### src/design/rsc_pkg.sv
// constants and types for the refresh and suspend control block
package rsc_pkg;

  // ----------------------------------------------------------------
  // configuration access
  // ----------------------------------------------------------------
  localparam logic [7:0] CFG_INDEX_PORT = 8'hEC;
  localparam logic [7:0] CFG_DATA_PORT = 8'hED;
  localparam logic [7:0] REFRESH_POWER_CONTROL_INDEX = 8'h06;
  localparam logic [7:0] UNMAPPED_READ_VALUE = 8'h00;

  // ----------------------------------------------------------------
  // field encodings
  // ----------------------------------------------------------------
  localparam logic [1:0] REF_TYPE_RAS_ONLY = 2'h0;
  localparam logic [1:0] REF_TYPE_CBR = 2'h1;
  localparam logic [1:0] REF_TYPE_CBR_SELF = 2'h2;
  localparam logic [1:0] REF_TYPE_NONE = 2'h3;
  localparam logic [1:0] REF_INT_STD = 2'h0;
  localparam logic [1:0] REF_INT_SLOW = 2'h1;
  localparam logic [1:0] REF_INT_SLOW2 = 2'h2;

  // ----------------------------------------------------------------
  // timing
  // ----------------------------------------------------------------
  localparam longint CLK_PERIOD_NS = 40;
  localparam longint LOW_CLK_HZ = 32768;
  localparam longint NS_PER_S = 1000000000;
  localparam longint REF_STD_NS = 15625;
  localparam longint REF_SLOW_NS = 125000;
  localparam longint REF_SLOW2_NS = 250000;
  localparam int CNT_W = 14;
  localparam int RESET_PULSE_CYCLES = 16;
  localparam int RST_CNT_W = 5;

  // longest time: round down, never below one
  function automatic int ns_to_cycles(longint ns);
    longint c;
    c = ns / CLK_PERIOD_NS;
    return (c < 1) ? 1 : int'(c);
  endfunction

  function automatic int ns_to_ticks32k(longint ns);
    longint t;
    t = (ns * LOW_CLK_HZ) / NS_PER_S;
    return (t < 1) ? 1 : int'(t);
  endfunction

  localparam int REF_STD_CYCLES = ns_to_cycles(REF_STD_NS);
  localparam int REF_SLOW_CYCLES = ns_to_cycles(REF_SLOW_NS);
  localparam int REF_SLOW2_CYCLES = ns_to_cycles(REF_SLOW2_NS);
  localparam int REF_STD_TICKS = ns_to_ticks32k(REF_STD_NS);
  localparam int REF_SLOW_TICKS = ns_to_ticks32k(REF_SLOW_NS);
  localparam int REF_SLOW2_TICKS = ns_to_ticks32k(REF_SLOW2_NS);

  // ----------------------------------------------------------------
  // carriers and state
  // ----------------------------------------------------------------
  typedef struct packed {
    logic suspend_arm;
    logic processor_off_in_suspend;
    logic soft_reset_pending;
    logic halt_detected;
    logic [1:0] refresh_type;
    logic [1:0] refresh_interval;
  } rsc_ctl_type;

  typedef struct packed {
    logic rd;
    logic wr;
    logic [7:0] addr;
    logic [7:0] wdata;
  } rsc_io_req_type;

  typedef struct packed {
    logic strobe;
    logic cbr;
    logic self_refresh;
    logic timer_tick;
  } rsc_refresh_type;

  typedef struct packed {
    logic suspended;
    logic cpu_off_state;
    logic cpu_on_state;
    logic clocks_stopped;
    logic leakage_ctl;
    logic timebase_32k;
  } rsc_power_type;

  typedef struct packed {
    rsc_ctl_type ctl;
    logic [7:0] index;
    logic [7:0] rdata;
    logic rvalid;
    logic [1:0] susp_sync;
    logic [1:0] sysrst_sync;
    logic [2:0] nmi_sync;
    logic [2:0] k32_sync;
    logic suspended;
    logic [RST_CNT_W-1:0] rst_cnt;
    logic cpu_rst;
    logic npx_rst;
    logic ref_strobe;
  } rsc_main_state_type;

  typedef struct packed {
    logic [CNT_W-1:0] cnt;
    logic tick;
  } rsc_timer_state_type;

  localparam rsc_ctl_type CTL_RESET = 8'h00;
  localparam rsc_main_state_type MAIN_STATE_RESET = '0;
  localparam rsc_timer_state_type TIMER_STATE_RESET = '0;

endpackage

### src/design/rsc_refresh_suspend_control.sv
// refresh and suspend control register with its suspend, reset and refresh logic
module rsc_refresh_suspend_control import rsc_pkg::*; #(
  parameter int SLOW2_CYCLES = REF_SLOW2_CYCLES
) (
  input wire logic core_clk,
  input wire logic reset,
  input rsc_io_req_type io_req,
  output logic [7:0] io_rdata,
  output logic io_rdata_valid,
  input wire logic suspend_req_n,
  input wire logic sys_reset_n,
  input wire logic nmi,
  input wire logic clk_32k,
  input wire logic halt_cycle,
  input wire logic inta_cycle,
  input wire logic kbd_reset_req,
  input wire logic porta_reset_req,
  input wire logic special_feature_reset,
  output logic processor_reset_out,
  output logic coprocessor_reset_out,
  output rsc_power_type power,
  output rsc_refresh_type refresh
);

  rsc_main_state_type q;
  rsc_main_state_type d;
  rsc_ctl_type wctl;
  logic pin_low;
  logic sys_rst_low;
  logic nmi_rise;
  logic tick_32k;
  logic timer_tick;
  logic soft_req;
  logic start_soft;
  logic start_off;
  logic leaving;
  logic ctl_sel;

  // ----------------------------------------------------------------
  // refresh timer
  // ----------------------------------------------------------------
  rsc_refresh_timer #(
    .SLOW2_CYCLES(SLOW2_CYCLES)
  ) u_timer (
    .core_clk(core_clk),
    .reset(reset),
    .interval_sel(q.ctl.refresh_interval),
    .use_32k(q.suspended),
    .tick_32k(tick_32k),
    .timer_tick(timer_tick)
  );

  // ----------------------------------------------------------------
  // next state
  // ----------------------------------------------------------------
  always_comb begin
    d = q;
    wctl = rsc_ctl_type'(io_req.wdata);
    // suspend and reset pins cross through two flops, second stage looked at; nmi and 32 kHz through three for edge detect
    d.susp_sync = {q.susp_sync[0], suspend_req_n};
    d.sysrst_sync = {q.sysrst_sync[0], sys_reset_n};
    d.nmi_sync = {q.nmi_sync[1:0], nmi};
    d.k32_sync = {q.k32_sync[1:0], clk_32k};
    pin_low = !q.susp_sync[1];
    sys_rst_low = !q.sysrst_sync[1];
    nmi_rise = q.nmi_sync[1] && !q.nmi_sync[2];
    tick_32k = q.k32_sync[1] && !q.k32_sync[2];
    ctl_sel = (io_req.addr == CFG_DATA_PORT) && (q.index == REFRESH_POWER_CONTROL_INDEX);

    // configuration port access
    d.rvalid = io_req.rd;
    if (io_req.wr) begin
      if (io_req.addr == CFG_INDEX_PORT) begin
        d.index = io_req.wdata;
      end else if (ctl_sel) begin
        d.ctl.suspend_arm = wctl.suspend_arm;
        d.ctl.processor_off_in_suspend = wctl.processor_off_in_suspend;
        d.ctl.refresh_type = wctl.refresh_type;
        // status bits are not taken from the write
        d.ctl.refresh_interval = wctl.refresh_interval;
      end
    end
    if (io_req.rd) begin
      if (io_req.addr == CFG_INDEX_PORT) begin
        d.rdata = q.index;
      end else if (ctl_sel) begin
        d.rdata = q.ctl;
      end else begin
        d.rdata = UNMAPPED_READ_VALUE;
      end
    end

    // suspend: pin ignored unless armed
    d.suspended = q.ctl.suspend_arm && pin_low;
    leaving = q.suspended && !d.suspended;

    // processor and coprocessor reset pulses
    soft_req = kbd_reset_req || porta_reset_req || special_feature_reset;
    start_off = leaving && q.ctl.processor_off_in_suspend;
    start_soft = q.ctl.soft_reset_pending && !q.cpu_rst;
    if (sys_rst_low) begin
      d.cpu_rst = 1'b1;
      d.npx_rst = 1'b1;
      d.rst_cnt = RST_CNT_W'(RESET_PULSE_CYCLES);
    end else if (start_off) begin
      d.cpu_rst = 1'b1;
      d.npx_rst = 1'b1;
      d.rst_cnt = RST_CNT_W'(RESET_PULSE_CYCLES);
    end else if (start_soft) begin
      // a soft reset only restarts the processor
      d.cpu_rst = 1'b1;
      d.rst_cnt = RST_CNT_W'(RESET_PULSE_CYCLES);
    end else if (q.rst_cnt > RST_CNT_W'(1)) begin
      d.rst_cnt = q.rst_cnt - RST_CNT_W'(1);
    end else begin
      d.rst_cnt = '0;
      d.cpu_rst = 1'b0;
      d.npx_rst = 1'b0;
    end

    // pending soft reset: the reset edge clears even a request in that cycle
    if (soft_req) begin
      d.ctl.soft_reset_pending = 1'b1;
    end
    if (d.cpu_rst && !q.cpu_rst) begin
      d.ctl.soft_reset_pending = 1'b0;
    end

    // halt flag: edge clears lose to a same-cycle halt, reset levels hold it low
    if (nmi_rise || inta_cycle) begin
      d.ctl.halt_detected = 1'b0;
    end
    if (halt_cycle) begin
      d.ctl.halt_detected = 1'b1;
    end
    if (sys_rst_low || q.cpu_rst) begin
      d.ctl.halt_detected = 1'b0;
    end

    // refresh request, none for static RAM or during self-refresh
    d.ref_strobe = timer_tick && (q.ctl.refresh_type != REF_TYPE_NONE) &&
                   !((q.ctl.refresh_type == REF_TYPE_CBR_SELF) && q.suspended);
  end

  always_ff @(posedge core_clk) begin
    if (reset) begin
      q <= MAIN_STATE_RESET;
    end else begin
      q <= d;
    end
  end

  // ----------------------------------------------------------------
  // outputs
  // ----------------------------------------------------------------
  assign io_rdata = q.rdata;
  assign io_rdata_valid = q.rvalid;
  assign processor_reset_out = q.cpu_rst;
  assign coprocessor_reset_out = q.npx_rst;

  assign power.suspended = q.suspended;
  assign power.cpu_off_state = q.suspended && q.ctl.processor_off_in_suspend;
  assign power.cpu_on_state = q.suspended && !q.ctl.processor_off_in_suspend;
  assign power.clocks_stopped = q.suspended;
  assign power.leakage_ctl = q.suspended;
  assign power.timebase_32k = q.suspended;

  assign refresh.strobe = q.ref_strobe;
  // ras-only for 00, cas-before-ras for 01 and 10
  assign refresh.cbr = (q.ctl.refresh_type == REF_TYPE_CBR) || (q.ctl.refresh_type == REF_TYPE_CBR_SELF);
  assign refresh.self_refresh = (q.ctl.refresh_type == REF_TYPE_CBR_SELF) && q.suspended;
  // the timer keeps running whatever the type
  assign refresh.timer_tick = timer_tick;
endmodule

### src/design/rsc_refresh_timer.sv
// refresh interval timer, on core clock or on 32 kHz ticks
module rsc_refresh_timer import rsc_pkg::*; #(
  parameter int SLOW2_CYCLES = REF_SLOW2_CYCLES
) (
  input wire logic core_clk,
  input wire logic reset,
  input wire logic [1:0] interval_sel,
  input wire logic use_32k,
  input wire logic tick_32k,
  output logic timer_tick
);

  rsc_timer_state_type q;
  rsc_timer_state_type d;
  logic [CNT_W-1:0] limit;
  logic step;

  // ----------------------------------------------------------------
  // interval selection
  // ----------------------------------------------------------------
  // reserved code falls back to the standard period
  function automatic logic [CNT_W-1:0] pick(logic [1:0] sel, int norm, int slow, int slow2);
    unique case (sel)
      REF_INT_SLOW: return CNT_W'(slow);
      REF_INT_SLOW2: return CNT_W'(slow2);
      default: return CNT_W'(norm);
    endcase
  endfunction

  always_comb begin
    d = q;
    d.tick = 1'b0;
    // same interval code in every mode, only the timebase changes
    limit = use_32k ? pick(interval_sel, REF_STD_TICKS, REF_SLOW_TICKS, REF_SLOW2_TICKS)
                    : pick(interval_sel, REF_STD_CYCLES, REF_SLOW_CYCLES, SLOW2_CYCLES);
    step = use_32k ? tick_32k : 1'b1;
    if (step) begin
      // >= so a shorter interval written mid-count takes effect at once
      if (q.cnt >= limit - CNT_W'(1)) begin
        d.cnt = '0;
        d.tick = 1'b1;
      end else begin
        d.cnt = q.cnt + CNT_W'(1);
      end
    end
  end

  always_ff @(posedge core_clk) begin
    if (reset) begin
      q <= TIMER_STATE_RESET;
    end else begin
      q <= d;
    end
  end

  assign timer_tick = q.tick;
endmodule

### config.mk
export PLATFORM = sky130hd
export DESIGN_NAME = rsc_refresh_suspend_control
export DESIGN_NICKNAME = d
export VERILOG_FILES = /design/src/design/rsc_pkg.sv /design/src/design/rsc_refresh_suspend_control.sv /design/src/design/rsc_refresh_timer.sv
export SDC_FILE = /design/constraint.sdc
export NUM_CORES = 1
export LEC_CHECK = 0
export ABC_AREA = 1
export BUFFER_PORTS_ARGS = -buffer_cell sky130_fd_sc_hd__buf_4
export CAP_MARGIN = 5
export CORE_MARGIN = 1.5
export CORE_UTILIZATION = 40
export CTS_BUF_LIST = sky130_fd_sc_hd__clkbuf_16
export DETAILED_ROUTE_END_ITERATION = 12
export HOLD_SLACK_MARGIN = 0.12
export PLACE_DENSITY = 0.65
export SETUP_SLACK_MARGIN = 0.2
export SLEW_MARGIN = 40
export SYNTH_ARGS = -nofsm -noshare
export SYNTH_HDL_FRONTEND = slang
export SYNTH_SLANG_ARGS = --single-unit
### constraint.sdc
create_clock -name core_clk -period 3.8 [get_ports core_clk]
set_input_delay 0.19 -clock core_clk [delete_from_list [all_inputs] [get_ports core_clk]]
set_output_delay 0.19 -clock core_clk [all_outputs]
set_load 0.05 [all_outputs]
==> out/metrics.sh, run 1 <==
RSZ0062_AT_GRT='false'
CTS_TREE='built'
YOSYS_WARNINGS=0
LARGEST_FAMILY_OF_LOGIC_CELLS_BY_SYNTHESIZED_AREA='simple AND/OR/NAND/NOR gates'
FAMILY_OF_CELLS_WITH_THE_GREATEST_SUMMED_DELAY_ON_THE_CRITICAL_PATH='simple AND/OR/NAND/NOR gates'
GRT_PASS1_VIAS=2464
CLOCK_SKEWS_NS=0.00668
FLOORPLAN.INITIALDENSITY_PCT=40.8
NETLIST-CELL-TYPE-COUNT=32
TIGHTESTPINTRANSITION_NS=0.691
LAYOUT_MIN_CYCLE_TIME_NS=2.89
CP_SLOWEST_CELL='dfxtp_1'
CTS_HTREE_LEVELS=3
PATH_CLK_SLEW_NS=0.05
WORST_PATH_LARGEST_CELL_DELAY_NS=0.62
CLOCK_TREE.BUFFER_DEPTH=2
DRCVIOLATIONCOUNT=0
TIMING.FINAL.SETUP_VIOLATIONS=0
PATH_BUF_INV=1
TOTAL_CTS_BUFFERS=9
CP_CELL_SEQUENCE='inv_2 -> nand2_1 -> o21ai_0 -> ha_1 -> o21ai_0 -> nand2_1 -> a21oi_1 -> ha_1 -> nand3_1 -> nor2_1 -> nor2_1 -> nand3_1 -> nand2_1 -> nand2_1 -> nor2_1'
POST_SYNTHESIS_SIMPLE_GATE_AREA_FRACTION_PCT=24.0
NUMBER_OF_PINS_WITH_NEGATIVE_MAX_SLEW_SLACK_IN_THE_FINAL_REPORT=0
GLOBALROUTE.TOTALOVERFLOW=0
POST_LAYOUT_NONFILLER_INSTANCES=587
CRIT_FANOUT=14
GRT.TOTAL_USAGE_PCT=16.4
SYNTH_AREA_LEADER_CELL='dfxtp_1'
SYNTH.YOSYS.SEQ_AREA_SHARE_PCT=37.8
PORT-BUFFER-COUNT=49
NUM-NETS-FINAL=532
DATA_REQUIRED_TIME_OF_THE_CRITICAL_PATH_NS=4.05
CRIT_PATH_LAUNCH_TYPE='flip-flop'
DRT-INITIAL-DRC-COUNT=168
ROWS=32
POST_SYNTH_INSTANCE_AREA_UM2=3120
SYNTH_COMPOUND_AREA_SHARE_PCT=11.5
POWER.STATIC_LEAKAGE_uW=0.00179
CRITICAL_PATH.MOST_COMMON_CELL='nand2_1'
POST_DRT_WL_PER_CELL_UM=10.9
NETLIST_TOP_CELLS_AREA='dfxtp_1 (38%), nand2_1 (9.0%), ha_1 (8.8%)'
IOS=50
DRT-TOTAL-WL_MM=6.38
POWER.DENSITY_nW_PER_UM2=420
DIE_WIDTH_UM=91.4
CORE_AREA_UM2=7650
DRT.ANTENNA.VIOLATING_NETS=0
ROUTED_VIA_DENSITY=4.58
WL_MET3_UM=236
YOSYS.AREA_SHARE.ADDER_PCT=8.81
NUM_VIAS=2690
HPWL_MM=4.63
TOPROUTINGLAYERUSED='met4'
SYNTH_MUX_AREA_SHARE_PCT=0
DRT_FIRST_PASS_ITERS=4
TOTALNEGATIVESETUPSLACK_NS=0
WORST_SETUP_PATH_END_KIND='flip-flop'
M1WIRELENGTH_MM=2.99
WORSTPATHARRIVAL_NS=3.14
AREA_DELTA_SYNTH_FINAL_PCT=22.8
CTS_NUM_SINKS=59
CTS-HOLD-FIX-BUFFERS=8
XOR_AND_XNOR_AREA_SHARE_AFTER_SYNTHESIS_PCT=3.65
WORSTSKEWPAIRLATENCY_NS=0.33
MAPPED_NETS=488
POST-ROUTE-UTIL_PCT=50.1
POST-PLACE-CELLS=564
TIMING.MAX_CAP.VIOLATIONS=0
MET2_LENGTH_MM=3.02
SYN-INSTANCE-COUNT=437
FINALHOLDVIOLATIONS=0
SYN-MEAN-INSTANCE-AREA_UM2=7.15
TIMING.HOLD.WS_NS=0.135
DIODES=0
LAYOUT_WORST_PATH_CYCLE_SHARE_PCT=75.9
GRT_FIRST_PASS_WIRELENGTH_MM=10.8
CTS.REPAIR_TIMING.SETUP_BUFFER_COUNT=0
RATIO_OF_CELLS_WITH_DRIVE_ABOVE_1_IN_THE_FINAL_LAYOUT_PCT=15.1
WORST-SETUP-PATH-TYPE='reg2reg'
FMAX_GHz=0.347
DIE_AREA_UM2=8350
ANTENNA_VIOLATIONS_BEFORE_REPAIR=0
HOLD_CLASS='in2reg'
TIMING.SLEW.HEADROOM_PCT=53.6
PLACE_CONGESTION=0.855
PIN_COUNT_OF_THE_BIGGEST_NET_ENTERING_GLOBAL_ROUTING=29
CTS_RESIZED=0
CLOCK_ROOT_BUFFER='clkbuf_16'
YS_FF_LATCH=59
CHIPHEIGHT_UM=91.4
VDD_IR_DROP_MAX_uV=230
SYNTH_TOP_CELL_AREA_SHARE_PCT=37.8
RUN_STATUS='completed'
==> per-layer routing <==
| layer | vias to the layer above | GRT usage [%] |
|---|---|---|
| li1 | 1450 | - |
| met1 | 1181 | 20.2 |
| met2 | 49 | 26.6 |
| met3 | 10 | 3.69 |
| met4 | 0 | 8.59 |
| met5 | - | 0 |
==> metrics by stage <==
stage / power, uW / setup slack [ns] / cell area [um2]
final: 1610 / 0.915 / 3830
after global routing: 1670 / 0.551 / 3830
after detailed placement: 778 / 0.893 / 3450
after CTS: 1630 / 0.856 / 3830
after global placement: 776 / 1.03 / 3450
after floorplan: 738 / 1.34 / 3120
==> state kept, by name, indices dropped and copies added (netlist names) <==
name	cells
d	6
power	1
io_rdata_valid	1
u_timer.timer_tick	1
io_rdata	8
coprocessor_reset_out	1
q	25
u_timer.q	14
refresh	1
processor_reset_out	1
==> cells by family after synthesis <==
| kind of cell | count (synthesis) |
|---|---|
| buf+inv | 97 |
| compound gates | 69 |
| xor+xnor | 13 |
| fa+ha+maj | 22 |
| simple gates | 177 |
| flops | 59 |
==> synthesized netlist by cell type <==
cell type	number
o22ai_1	2
nand3_1	22
inv_1	70
nand2_4	1
o21ai_1	6
a21oi_1	25
o211ai_1	1
xnor2_1	3
o21ai_0	32
buf_6	3
nand2_1	75
clkinv_1	1
ha_1	22
nand4_1	2
nand2_2	1
buf_2	1
nor3_4	1
nor2_2	1
nor4_1	1
clkbuf_1	5
nor3_2	2
or2_2	1
a211oi_1	1
nor2_4	1
buf_4	15
nor2_1	66
dfxtp_1	59
xor2_1	10
inv_2	2
a31oi_1	1
o21ai_2	1
nor3_1	3
==> report_power, final <==
group	switching (uW)	internal [uW]	leakage, uW
Combinational	70.9	53.1	0.00116
Clock	275	564	0.000150
Sequential	10.5	637	0.000481
==> worst register-to-register path, delay by kind of cell, from the launching register on <==
kind,cells,cell delay [ns]
flops,1,0.62
buf+inv,1,0.15
compound gates,3,0.44
simple gates,9,1.11
fa+ha+maj,2,0.50
==> final timing paths <==
check | cells past startpoint | to | startpoint | slack [ns]
setup / recovery | 15 | u_timer.q[8]$_SDFFE_PP0N_ | power[0]$_SDFF_PP0_ | 0.91
hold / removal | 3 | q[36]$_SDFFE_PP0P_ | io_req[0] | 0.13
setup reg to reg | 15 | u_timer.q[8]$_SDFFE_PP0N_ | power[0]$_SDFF_PP0_ | 0.91
hold reg to reg | 2 | d[11]$_SDFF_PP0_ | d[10]$_SDFF_PP0_ | 0.40
==> layout by cell type (no fill, tap or decap), types with 2 or more instances in the layout <==
cell,synthesis,layout
nand4_1,2,2
o22ai_1,2,2
ha_1,22,22
nor3_1,3,3
buf_4,15,49
nor3_2,2,2
xor2_1,10,10
clkinv_1,1,3
o21ai_1,6,6
o21ai_0,32,32
inv_1,70,70
clkbuf_16,0,9
inv_2,2,2
nand3_1,22,22
a21oi_1,25,25
xnor2_1,3,3
dlygate4sd3_1,0,8
nor2_1,66,66
bufinv_16,0,2
dfxtp_1,59,59
nand2_1,75,75
==> cell type report <==
class / count / area [um2]
clock buffers: 9 / 225
clock inverters: 6 / 81.3
fillers: 770 / 3810
inverters: 73 / 274
multi-input cells: 281 / 1500
flip-flops and latches: 59 / 1180
well taps: 102 / 128
repair buffers: 57 / 448
Note: power is estimated with default switching activity, not from simulation.
==> run 2: changes to the inputs <==
- ABC_AREA: 1 -> 0
- PLACE_DENSITY: 0.65 -> 0.67
- clock period: 3.8 -> 2.5 ns (I/O delays scaled with it)
==> run 2 against run 1 <==
The run now ends with negative setup slack left. Total power grew 55%. Count of clock-buffer cells in the layout is the same. Via count shrank 5.5%. Critical path depth shrank 1. Worst setup slack lost 1.0 ns. Critical endpoint is now u_timer.timer_tick$_SDFF_PP0_. Largest power group unchanged.
==> out/metrics.sh, run 2 <==
RUN_STATUS='finished, violations left'
VIOLATED_CHECKS='negative setup slack'
DATA_REQUIRED_TIME_OF_THE_CRITICAL_PATH_NS=2.76  # -1.29 ns
REGISTERS.TOP_BY_FF_COUNT='q'
GRT_FIRST_PASS_WIRELENGTH_MM=11.1  # +2.6%
POST_SYNTH_INSTANCE_AREA_UM2=3060  # -2.0%
CRIT_FANOUT=7  # -7
GRT.TOTAL_USAGE_PCT=17.0  # +0.62 points
NUM_VIAS=2543  # -5.5%
GLOBALROUTE.TOTALOVERFLOW=0  # unchanged
WORSTSETUPPATHDEPTH=14  # -1
SYNTH.TOP_CELLS.BY_COUNT='dfxtp_1 (59), nor2_1 (39), nand2_1 (37)'
GRT_USE_MET3_PCT=5.30  # +1.6 points
CTS_TREE='built'
LAYOUT.CELL_AREA.NON_FILLER_UM2=4140  # +7.9%
WORSTPATHARRIVAL_NS=2.86  # -0.28 ns
IOS=50  # unchanged
CTS_NUM_SINKS=59  # unchanged
POST_DP_CELL_AREA_UM2=3490  # +1.2%
TOTALNEGATIVESETUPSLACK_NS=-1.30  # -1.30 ns
FINALHOLDVIOLATIONS=0  # unchanged
CHIPHEIGHT_UM=90.5  # -1.0%
TIGHTESTPINTRANSITION_NS=0.684  # -0.00686 ns
SYNTH_ENABLE_FLOP_CELLS=0  # unchanged
POST_DRT_WL_PER_CELL_UM=12.9  # +19%
YS.FLOP_TYPE='dfxtp_1'
NETLIST_TOP_CELLS_AREA='dfxtp_1 (39%), ha_1 (9.0%), nor2_1 (4.8%)'
CP_CELL_SEQUENCE='buf_6 -> ha_4 -> a21oi_4 -> ha_4 -> nand2b_4 -> a21oi_2 -> nor2_1 -> ha_1 -> nand4_1 -> o21ai_1 -> a211oi_2 -> a21boi_2 -> buf_6 -> nor2b_4'
SYN-MEAN-INSTANCE-AREA_UM2=8.79  # +23%
TIMING.MAX_CAP.VIOLATIONS=0  # unchanged
WORST_PATH_LARGEST_CELL_DELAY_NS=0.32  # -0.30 ns
GRT_PASS1_VIAS=2408  # -2.3%
R2R_CELLS=14  # -1
LAYOUT_WORST_PATH_CYCLE_SHARE_PCT=104  # +28 points
CELL_WITH_THE_MOST_INSTANCES_AFTER_SYNTHESIS='dfxtp_1'
MOSTFREQUENTLAYOUTCELLS='buf_4 (64), dfxtp_1 (56), nand2_1 (37), nor2_1 (37), ha_1 (19)'
TOTAL_CTS_BUFFERS=9  # unchanged
ROUTED_VIA_DENSITY=4.91  # +7.1%
CRIT_PATH_LAUNCH_TYPE='flip-flop'
LAYOUT_MIN_CYCLE_TIME_NS=2.60  # -0.285 ns
CP_SLOWEST_CELL='dfxtp_2'
NUM-NETS-FINAL=465  # -13%
WORSTSKEWPAIRLATENCY_NS=0.33  # about the same
DIE_AREA_UM2=8180  # -2.0%
PIN_COUNT_OF_THE_BIGGEST_NET_ENTERING_GLOBAL_ROUTING=58  # +100%
REG2REG_SETUP_SLACK_NS=-0.10  # -1.02 ns
WORST_HOLD_PATH.NUM_CELLS=3  # unchanged
SYN-INSTANCE-COUNT=348  # -20%
PLACE_CONGESTION=0.842  # -1.6%
RATIO_OF_CELLS_WITH_DRIVE_ABOVE_1_IN_THE_FINAL_LAYOUT_PCT=31.0  # +16 points
POWER_uW=2490  # +55%
CTS_HTREE_LEVELS=3  # unchanged
FILL_CELLS=646  # -16%
CLOCK_TREE.BUFFER_DEPTH=2  # unchanged
WORST_SETUP_PATH_END_KIND='flip-flop'
TIMING.HOLD.WS_NS=0.137  # +0.00229 ns
DRT-TOTAL-WL_MM=6.69  # +4.7%
LEADING_CELL_TYPE_IN_THE_LAYOUT_FILL_AND_TAPS_EXCLUDED='buf_4'
DRT.ANTENNA.VIOLATING_NETS=0  # unchanged
HPWL_MM=4.72  # +1.8%
CLOCK_ROOT_BUFFER='clkbuf_16'
NETLIST-CELL-TYPE-COUNT=45  # +41%
HOLD_CLASS='in2reg'
TIMING.FINAL.SETUP_VIOLATIONS=14  # +14
GRTUSAGEMET2_PCT=26.8  # +0.21 points
PORT-BUFFER-COUNT=49  # unchanged
NUMBER_OF_PINS_WITH_NEGATIVE_MAX_SLEW_SLACK_IN_THE_FINAL_REPORT=0  # unchanged
GRT_UTIL_MET1_PCT=21.9  # +1.8 points
SYNTH.YOSYS.SEQ_AREA_SHARE_PCT=38.6  # +0.79 points
MAPPED_NETS=399  # -18%
VDD_IR_DROP_MAX_uV=382  # +66%
DIODES=0  # unchanged
AREA_DELTA_SYNTH_FINAL_PCT=35.3
WORST-SETUP-PATH-TYPE='reg2reg'
PATH_BUF_INV=2  # +1
RSZ0062_AT_GRT='true'
YS_FF_LATCH=59  # unchanged
POWER.DENSITY_nW_PER_UM2=602  # +43%
FAMILY_OF_CELLS_WITH_THE_GREATEST_SUMMED_DELAY_ON_THE_CRITICAL_PATH='compound AO/OA/AOI/OAI gates'
CLOCK_SKEWS_NS=0.00436  # -0.00232 ns
ROWS=31  # -3.1%
CORE_AREA_UM2=7330  # -4.1%
DRCVIOLATIONCOUNT=0  # unchanged
GRT-BUSIEST-LAYER='met2'
DRT-INITIAL-DRC-COUNT=115  # -32%
LARGEST_REGISTER_FF_COUNT=25  # unchanged
ASYNC_SET_OR_RESET_REGISTER_RATIO_AFTER_SYNTHESIS_PCT=0  # unchanged
DRT_FIRST_PASS_ITERS=4  # unchanged
DIE_WIDTH_UM=90.5  # -1.0%
YOSYS_WARNINGS=0  # unchanged
SYNTH_AREA_LEADER_CELL='dfxtp_1'
SYNTH_TOP_CELL_AREA_SHARE_PCT=38.6  # +0.79 points
ANTENNA_VIOLATIONS_BEFORE_REPAIR=0  # unchanged
FMAX_GHz=0.385  # +11%
TIMING.SLEW.HEADROOM_PCT=54.4  # +0.74 points
POWER.STATIC_LEAKAGE_uW=0.00169  # -5.6%
PLACE_WS_NS=-0.175  # -1.07 ns
LAYOUT_SETUP_WS_NS=-0.100  # -1.02 ns
FLOORPLAN.INITIALDENSITY_PCT=41.7  # +0.89 points
PATH_CLK_SLEW_NS=0.05  # about the same
-- run 2: cell count changes after synthesis, moves of 6 or more --
cell	delta
nor3_1	+15
nand3_1	-11
nor2b_1	+16
o21ai_0	-28
nor2_1	-27
mux2i_1	+10
nand2_1	-38
inv_1	-54
a21oi_1	-6
-- run 2: repair_timing --
action / CTS / global route
hold buffers: 15 / 0
endpoints found under the setup margin: 15 / 15
buffers inserted: 3 / 1
pin swaps: 11 / 19
gates cloned: 0 / 0
resized for setup: 14 / 18
hold endpoints to repair: 19 / 0
-- run 2: area by class of cell --
cell class,count,area (um2),share of cell area (%)
Timing Repair Buffer,83,676,16.3
Multi-Input combinational cell,245,1770,42.7
Clock inverter,7,101,2.45
Inverter,16,60.1,1.45
Sequential cell,59,1180,28.6
Tap cell,99,124,2.99
Clock buffer,9,225,5.44
-- run 2: cells by family (layout without fill, tap and decap cells) --
group	after synthesis	after routing	synth area share, %
simple gates	153	153	25.6
flops	59	59	38.6
buf+inv	44	115	8.88
compound gates	43	43	9.82
fa+ha+maj	22	22	9.00
xor+xnor	17	17	4.87
mux	10	10	3.27
-- run 2: metal layers --
layer,vias up,part of all wire [%]
met4,0,1.2
met1,1178,48
met2,48,47
met5,-,0
met3,9,3.7
li1,1308,-
-- run 2: final timing paths --
path                      startpoint                            end
setup / recovery  q[37]$_SDFFE_PP0P_  u_timer.timer_tick$_SDFF_PP0_
hold reg to reg     d[10]$_SDFF_PP0_               d[11]$_SDFF_PP0_
hold / removal            halt_cycle             q[40]$_SDFFE_PP0P_
setup reg to reg  q[37]$_SDFFE_PP0P_  u_timer.timer_tick$_SDFF_PP0_
-- run 2: tightest hold or removal path, cell delays in order --
cell and delay (ns):
buf_4 0.11, a31oi_1 0.13, nor4b_1 0.06
-- run 2: metrics by stage --
step	instances	utilization (%)
final	518	56.4
after global routing	518	56.4
after CTS	517	55.3
after detailed placement	483	47.6
after global placement	483	47.6
after floorplan	348	-
-- run 2: power breakdown --
part / internal [uW] / switching, uW / total [uW] / leakage (uW)
combinational: 88.1 / 102 / 190 / 0.00106
sequential: 966 / 16.2 / 982 / 0.000483
clock: 877 / 443 / 1320 / 0.000152
total: 1930 / 562 / 2490 / 0.00169
